[src/common/rcc_pkg.sv]
/*
 * Package of the reset cause status block: register offsets, field
 * positions, reset values and the packed types shared by the design.
 * Assumes a 32-bit Avalon-MM bus with byte addresses.
 */
package rcc_pkg;

  localparam int RCC_ADDR_W = 4;
  localparam int RCC_DATA_W = 32;
  localparam int RCC_REG_W = 16;

  // register byte offsets
  localparam logic [RCC_ADDR_W-1:0] RCC_OFS_CAUSE = 4'h0;
  localparam logic [RCC_ADDR_W-1:0] RCC_OFS_IRQ_STATUS = 4'h4;
  localparam logic [RCC_ADDR_W-1:0] RCC_OFS_IRQ_MASK = 4'h8;

  // field positions of reset_cause_control
  localparam int RCC_BIT_TRAP = 15;
  localparam int RCC_BIT_ILLOP = 14;
  localparam int RCC_BIT_KEEP = 8;
  localparam int RCC_BIT_PIN = 7;
  localparam int RCC_BIT_SWR = 6;
  localparam int RCC_BIT_WDTEN = 5;
  localparam int RCC_BIT_WDT_TIMEOUT_FLAG = 4;
  localparam int RCC_BIT_SLEEP = 3;
  localparam int RCC_BIT_IDLE = 2;
  localparam int RCC_BIT_BROWN = 1;
  localparam int RCC_BIT_POWER = 0;

  // implemented bits; 13..9 always read zero
  localparam logic [RCC_REG_W-1:0] RCC_IMPL_MASK = 16'hC1FF;
  // bits that hardware events can set (also the interrupt layout)
  localparam logic [RCC_REG_W-1:0] RCC_EVT_MASK = 16'hC0DF;
  localparam logic [RCC_REG_W-1:0] RCC_CAUSE_RESET = 16'h0003;
  localparam logic [RCC_REG_W-1:0] RCC_STATUS_RESET = 16'h0000;
  localparam logic [RCC_REG_W-1:0] RCC_MASK_RESET = 16'h0000;

  typedef struct packed {
    logic trap_conflict_flag;
    logic illegal_op_flag;
    logic [4:0] unused;
    logic regulator_sleep_keep;
    logic pin_reset_flag;
    logic sw_reset_flag;
    logic wdt_soft_enable;
    logic wdt_timeout_flag;
    logic low_power_stop_flag;
    logic halt_wake_flag;
    logic brownout_flag;
    logic power_up_flag;
  } rcc_cause_s;

  typedef struct packed {
    logic trap_conflict;
    logic illegal_op;
    logic sw_reset;
    logic wdt_timeout;
    logic sleep_entered;
    logic idle_entered;
    logic brownout;
    logic power_on;
  } rcc_evt_s;

endpackage

[src/verilog/rcc_reset_cause.sv]
/*
 * Reset cause and control register with an Avalon-MM slave, sticky
 * interrupt status with mask, watchdog enable and regulator control.
 * Assumes event inputs are one-clock pulses or levels on clk, except
 * external_clear_pin_n and fuse_watchdog_on which are synchronised.
 */
// Register access over Avalon-MM and the placing of the registers were chosen for this implementation.
// Behaviour
// - trap conflict reset sets bit 15; zero means none occurred.
// - illegal opcode, addressing mode or bad pointer reset sets bit 14.
// - bits 13 to 9 are unimplemented and always read zero.
// - keep bit 0 puts regulator in standby during sleep; 1 keeps active.
// - on large variants keep bit has no effect but reads back written value.
// - external clear pin assertion sets bit 7.
// - software reset instruction sets bit 6; zero if never executed.
// - soft enable bit 5 turns the watchdog on or off.
// - fuse watchdog on forces watchdog enabled regardless of soft enable.
// - watchdog time-out sets bit 4.
// - entering sleep sets bit 3 for software to see after wake.
// - entering idle sets bit 2.
// - brown-out reset sets bit 1.
// - power-on reset sets bit 0; zero if none since cleared.
// - software may write every flag either way without causing reset.
`timescale 1ns/1ns
module rcc_reset_cause
  import rcc_pkg::*;
#(
  parameter bit LARGE_VARIANT = 1'b0
) (
  input wire logic clk,
  input wire logic resetn,
  input wire logic [RCC_ADDR_W-1:0] avs_address,
  input wire logic avs_read,
  input wire logic avs_write,
  input wire logic [RCC_DATA_W-1:0] avs_writedata,
  input wire logic [3:0] avs_byteenable,
  output logic [RCC_DATA_W-1:0] avs_readdata,
  output logic avs_waitrequest,
  input wire rcc_evt_s cause_evt,
  input wire logic external_clear_pin_n,
  input wire logic fuse_watchdog_on,
  input wire logic sleep_active,
  output logic wdt_enable,
  output logic regulator_standby,
  output logic irq
);

  rcc_cause_s cause;
  logic [RCC_REG_W-1:0] irq_status;
  logic [RCC_REG_W-1:0] irq_mask;
  logic [1:0] pin_sync;
  logic [1:0] fuse_sync;

  // two-flop synchronisers for pin and fuse levels
  always_ff @(posedge clk or negedge resetn) begin
    if (!resetn) begin
      pin_sync <= 2'h3;
      fuse_sync <= 2'h0;
    end else begin
      pin_sync <= {pin_sync[0], external_clear_pin_n};
      fuse_sync <= {fuse_sync[0], fuse_watchdog_on};
    end
  end

  wire pin_asserted = ~pin_sync[1];

  // hardware events in register layout
  wire [RCC_REG_W-1:0] evt_vec = {cause_evt.trap_conflict,
                                  cause_evt.illegal_op,
                                  6'h00,
                                  pin_asserted,
                                  cause_evt.sw_reset,
                                  1'b0,
                                  cause_evt.wdt_timeout,
                                  cause_evt.sleep_entered,
                                  cause_evt.idle_entered,
                                  cause_evt.brownout,
                                  cause_evt.power_on};

  // bus decode
  wire access_go = ~avs_waitrequest;
  wire do_write = avs_write & access_go;
  wire sel_cause = avs_address == RCC_OFS_CAUSE;
  wire sel_status = avs_address == RCC_OFS_IRQ_STATUS;
  wire sel_mask = avs_address == RCC_OFS_IRQ_MASK;
  wire [RCC_REG_W-1:0] lane_mask = {{8{avs_byteenable[1]}}, {8{avs_byteenable[0]}}};
  wire [RCC_REG_W-1:0] wdata = avs_writedata[RCC_REG_W-1:0];
  wire [RCC_REG_W-1:0] wr_cause = (do_write & sel_cause) ? lane_mask : 16'h0000;
  wire [RCC_REG_W-1:0] wr_status = (do_write & sel_status) ? lane_mask : 16'h0000;
  wire [RCC_REG_W-1:0] wr_mask = (do_write & sel_mask) ? lane_mask : 16'h0000;

  // software writes any cause flag value, storage only; status bits clear on a written 1; events win over writes
  wire [RCC_REG_W-1:0] cause_written =
    ((cause & ~wr_cause) | (wdata & wr_cause)) & RCC_IMPL_MASK;
  wire [RCC_REG_W-1:0] next_cause = cause_written | (evt_vec & RCC_EVT_MASK);
  wire [RCC_REG_W-1:0] next_status =
    ((irq_status & ~(wr_status & wdata)) | evt_vec) & RCC_EVT_MASK;
  wire [RCC_REG_W-1:0] next_mask =
    ((irq_mask & ~wr_mask) | (wdata & wr_mask)) & RCC_EVT_MASK;

  wire [RCC_REG_W-1:0] rd_sel = sel_cause ? (cause & RCC_IMPL_MASK) :
                                sel_status ? irq_status :
                                sel_mask ? irq_mask : 16'h0000;
  wire next_wait = ~((avs_read | avs_write) & avs_waitrequest);

  // watchdog on when fuse forces it or software enables it
  wire next_wdt = fuse_sync[1] | cause.wdt_soft_enable;
  // large variant: keep bit stored but regulator ignores it
  wire keep_eff = cause.regulator_sleep_keep & ~LARGE_VARIANT;
  wire next_standby = sleep_active & ~keep_eff;

  always_ff @(posedge clk or negedge resetn) begin
    if (!resetn) begin
      cause <= RCC_CAUSE_RESET;
      irq_status <= RCC_STATUS_RESET;
      irq_mask <= RCC_MASK_RESET;
    end else begin
      cause <= next_cause;
      irq_status <= next_status;
      irq_mask <= next_mask;
    end
  end

  always_ff @(posedge clk or negedge resetn) begin
    if (!resetn) begin
      avs_waitrequest <= 1'b1;
      avs_readdata <= 32'h0000_0000;
      wdt_enable <= 1'b0;
      regulator_standby <= 1'b0;
      irq <= 1'b0;
    end else begin
      avs_waitrequest <= next_wait;
      avs_readdata <= {16'h0000, rd_sel};
      wdt_enable <= next_wdt;
      regulator_standby <= next_standby;
      irq <= |(irq_status & irq_mask);
    end
  end

endmodule

[config.mk]
export PLATFORM = sky130hd
export DESIGN_NAME = rcc_reset_cause
export DESIGN_NICKNAME = d
export VERILOG_FILES = /design/src/common/rcc_pkg.sv /design/src/verilog/rcc_reset_cause.sv
export SDC_FILE = /design/constraint.sdc
export NUM_CORES = 1
export LEC_CHECK = 0
export BUFFER_PORTS_ARGS = -buffer_cell sky130_fd_sc_hd__buf_2
export CAP_MARGIN = 20
export CELL_PAD_IN_SITES_DETAIL_PLACEMENT = 1
export CELL_PAD_IN_SITES_GLOBAL_PLACEMENT = 2
export CORE_UTILIZATION = 28
export CTS_CLUSTER_DIAMETER = 150
export DETAILED_ROUTE_END_ITERATION = 6
export GPL_ROUTABILITY_DRIVEN = 0
export PLACE_DENSITY = 0.82
export SETUP_SLACK_MARGIN = 0.05
export SLEW_MARGIN = 20
export SYNTH_ARGS = -nofsm -noshare
export SYNTH_HDL_FRONTEND = slang
export SYNTH_SLANG_ARGS = --single-unit
[constraint.sdc]
create_clock -name clk -period 1.8 [get_ports clk]
set_input_delay 0.18 -clock clk [delete_from_list [all_inputs] [get_ports clk]]
set_output_delay 0.18 -clock clk [all_outputs]
set_load 0.01 [all_outputs]
# Yosys cells after proc, flatten, opt, wreduce, memory -nomap -nowiden
# Index checks and enable logic that the tools add are counted.
dict set report word_totals {
  elab_cells 57
  output_inout_bits 36
  ff_bits 58
  inputBits 55
}
dict set report op_classes {
  bitwise 26
  eq_ne 2
  n_reduce_logical 2
  mux 6
}
# op n
set ops {}
lappend ops {{$and A16 B16 Y16} 7}
lappend ops {{$mux W16} 6}
lappend ops {{$or A16 B16 Y16} 4}
lappend ops {{$not A16 Y16} 3}
lappend ops {{$reduce_or A16 Y1} 1}
lappend ops {{$and A1 B1 Y1} 6}
lappend ops {{$eq A4 B3 Y1 const B} 1}
lappend ops {{$eq A4 B4 Y1 const B} 1}
lappend ops {{$logic_not A4 Y1} 1}
lappend ops {{$not A1 Y1} 4}
lappend ops {{$or A1 B1 Y1} 2}

# Depth between registers and ports, before layout
dict set report logic_depth {
  word_depth 8
  ltp_mapped 5
  mapped_depth_nobuf 3
}

# Worst setup path before layout
# OpenSTA, ideal clock, no wires.
dict set report synth_path {
  path_kind {input -> register}
  start {input avs_address[2]}
  end {register with a tool-made name}
  arrival_time_ps 1267
  path_buffers 1
  setup_ps 128
  slack_ps 405
  path_stages 4
  t_required_ps 1672
  cell_sequence {or4_1 buf_2 nor2_1 mux2_1}
}
# item line_no
set synth_rtl {}
lappend synth_rtl {{start, declared} rcc_reset_cause.sv:32} ;# input wire logic [RCC_ADDR_W-1:0] avs_address,

==> reports/metrics.cfg <==
[status]
status=complete, but fails checks
violations=negative hold slack

[die]
dieArea_um2=7930
die_y_um=89.0
start_util_pct=29.1
core_um2=7290
die_w_um=89.0
ioPinCount=91
rows=31

[yosys]
yosysSeqAreaShare_pct=56.9
synthArstFlopShare_pct=100
syn_area_um2=2120
syn_inst=201
synth_top_family_by_area=simple AND/OR/NAND/NOR gates
synth-adder-area-share_pct=0
synth_edf_count=0
synth_xor_area_share_pct=0
ys_ff_latch=48
synth.area.top_cells=dfrtp_1 (51%), buf_4 (7.4%), dfstp_2 (6.2%)
yosys.area_share.simple_pct=14.3
synth_top_area_share_pct=50.7
synthDistinctLibCells=32
yosysTopAreaCell=dfrtp_1
synth_compound_area_share_pct=11.4
synth_ff_type=dfrtp_1
synth_mux_area_share_pct=5.84
syn_avg_cell_area_um2=10.6
ys_warn_count=0

[cells_and_area]
nNetsFinal=309
n_fill_cell=854
area_growth_pct=20.4
layout_common_cells=buf_2 (46), dfrtp_1 (43), conb_1 (21), nor2_1 (19), mux2_1 (11)
drive_gt1_share_pct=26.7
utilization_pct=35.0
layout_commonest_cell=buf_2
n_antenna_cell=0

[route]
drc=0
wire_per_inst_um=14.2
via_per_inst=4.51
drt-initial-drc-count=43
first_pass_iters=4
totalWireLength_mm=5.02
vias=1598
ant_nets=0

[critical_path]
critPathLaunchType=flip-flop
crit_fanout=14
cp.required_ps=1980
critPathLaunch=avs_waitrequest$_DFF_PN1_
reg2regPathDepth=4
setup.worst_path.end_class=flip-flop
r2r-start=avs_waitrequest$_DFF_PN1_
r2r_setup_slack_ps=170
crit_arrival_ps=1810
critical_path_class=reg -> reg

[power]
p_sw_mw=0.548
ir_drop_mv=0.397
sw_frac_of_total_pct=24.7
sequentialPowerShare_pct=53.3
leakagePower_nw=1.17
powerDensity_nw_per_um2=869
total_power_mw=2.22
comb_power_share_pct=11.9
p_int_mw=1.67
power_frac_clock_pct=34.8

[hold_path]
hold_class=in -> async

[global_route]
grt_pass1_vias=1581
track_usage_pct=13.4
antenna_found_initial=0
grt_pass1_wl_mm=7.87
grt-ovfl-total=0
grt_max_degree=49

[sta]
fin_crit_sh_pct=90.3
fmax_mhz=615
finalSetupViolations=0
slew_viol_final=0
holdWs_ps=-19.5
fin_crit_ps=1630
fin_tns_setup_ps=0
fin_worst_skew_ps=8.24
tightest_slew_ps=624
slew_headroom_pct=58.4
rsz0062_at_grt=false
hold_viol=28

[clock_tree]
clock_path_buffers=2
clk_latency_ps=300
cts_setup_buffers=0
clockRootBuffer=clkbuf_8
htreeDepth=2
cts_tree=done
numCtsBuffers=5
cts.clk_slew.worst_paths_ps=90
clock-sinks=48

[place]
dp_hpwl_mm=3.53
portBuffers=46

[run]
maxCapViolCount=0

cell families (layout without fill, tap and decap cells):
logic type             after synthesis  after routing
and+or+nand+nor                     60             60
other                                1             21
buffers and inverters               40             74
AOI/OAI and AO/OA                   41             41
muxes                               11             11
DFF                                 48             48
per-layer routing:
metal  global-route usage, %  wire length (µm)  vias to the layer above
met5                       0                 0                        -
met4                    5.19               116                        0
met3                    3.14               210                       11
met2                    23.8              2500                       45
met1                    15.6              2190                      779
li1                        -                 -                      763
power groups by stage:
stage	Combinational [mW]	Clock (mW)	Sequential (mW)
global placement	0.257	0	1.20
detailed placement	0.264	0	1.20
CTS	0.268	0.799	1.18
floorplan	0.147	0	1.21
global route	0.295	0.833	1.19
finish	0.263	0.771	1.18
cell usage after synthesis (2+ instances only):
library cell  count
inv_1            10
buf_2             4
and2_1            2
o21ai_0          10
nand3_1           9
nor2_1           19
and4_1            2
a221o_1           2
a31oi_1           9
clkbuf_1          4
dfstp_2           5
and3_1            4
a21oi_1           9
nand2_1           9
buf_4            21
dfrtp_1          43
nand4_1           7
o21ai_1           7
nor2b_1           2
mux2_1           11
per-stage QoR:
step / cell area (µm²) / setup slack, ps / hold slack [ps] / std cells
after floorplan: 2200 / 405 / -116 / 221
after global placement: 2420 / 136 / 288 / 344
after detailed placement: 2420 / 125 / 288 / 344
after CTS: 2550 / 163 / 5.57 / 354
after global routing: 2550 / 88.6 / 29.3 / 354
final: 2550 / 174 / -19.5 / 354
area by class of cell:
class                      instances  area (µm²)  area share [%]
sequential                        48        1210            47.3
multi-input combinational        133         753            29.5
timing repair buffer              56         323            12.6
tap                               99         124            4.85
clock buffer                       6        72.6            2.84
inverter                          10        37.5            1.47
clock inverter                     2        35.0            1.37
critical path, stage by stage (launching register included):
cell and delay, ps:
dfstp_2 390, nor2b_1 190, buf_12 170, and3_1 380, mux2_1 370
repair_timing:
action	CTS	global route
gates resized for setup	0	0
setup endpoints to repair	0	0
hold endpoints to repair	2	0
hold buffers	2	0
worst min path at each step:
stage,from,to,depth (start not counted)
2_1_floorplan,resetn,async pin,0
3_3_place_gp,external_clear_pin_n,pin_sync[0]$_DFF_PN1_,1
4_1_cts,resetn,avs_readdata[5]$_DFF_PN0_,2
5_1_grt,avs_read,avs_waitrequest$_DFF_PN1_,2
3_5_place_dp,external_clear_pin_n,pin_sync[0]$_DFF_PN1_,1
6_report,resetn,avs_readdata[14]$_DFF_PN0_,2
Power figures use the tool's default switching activity.
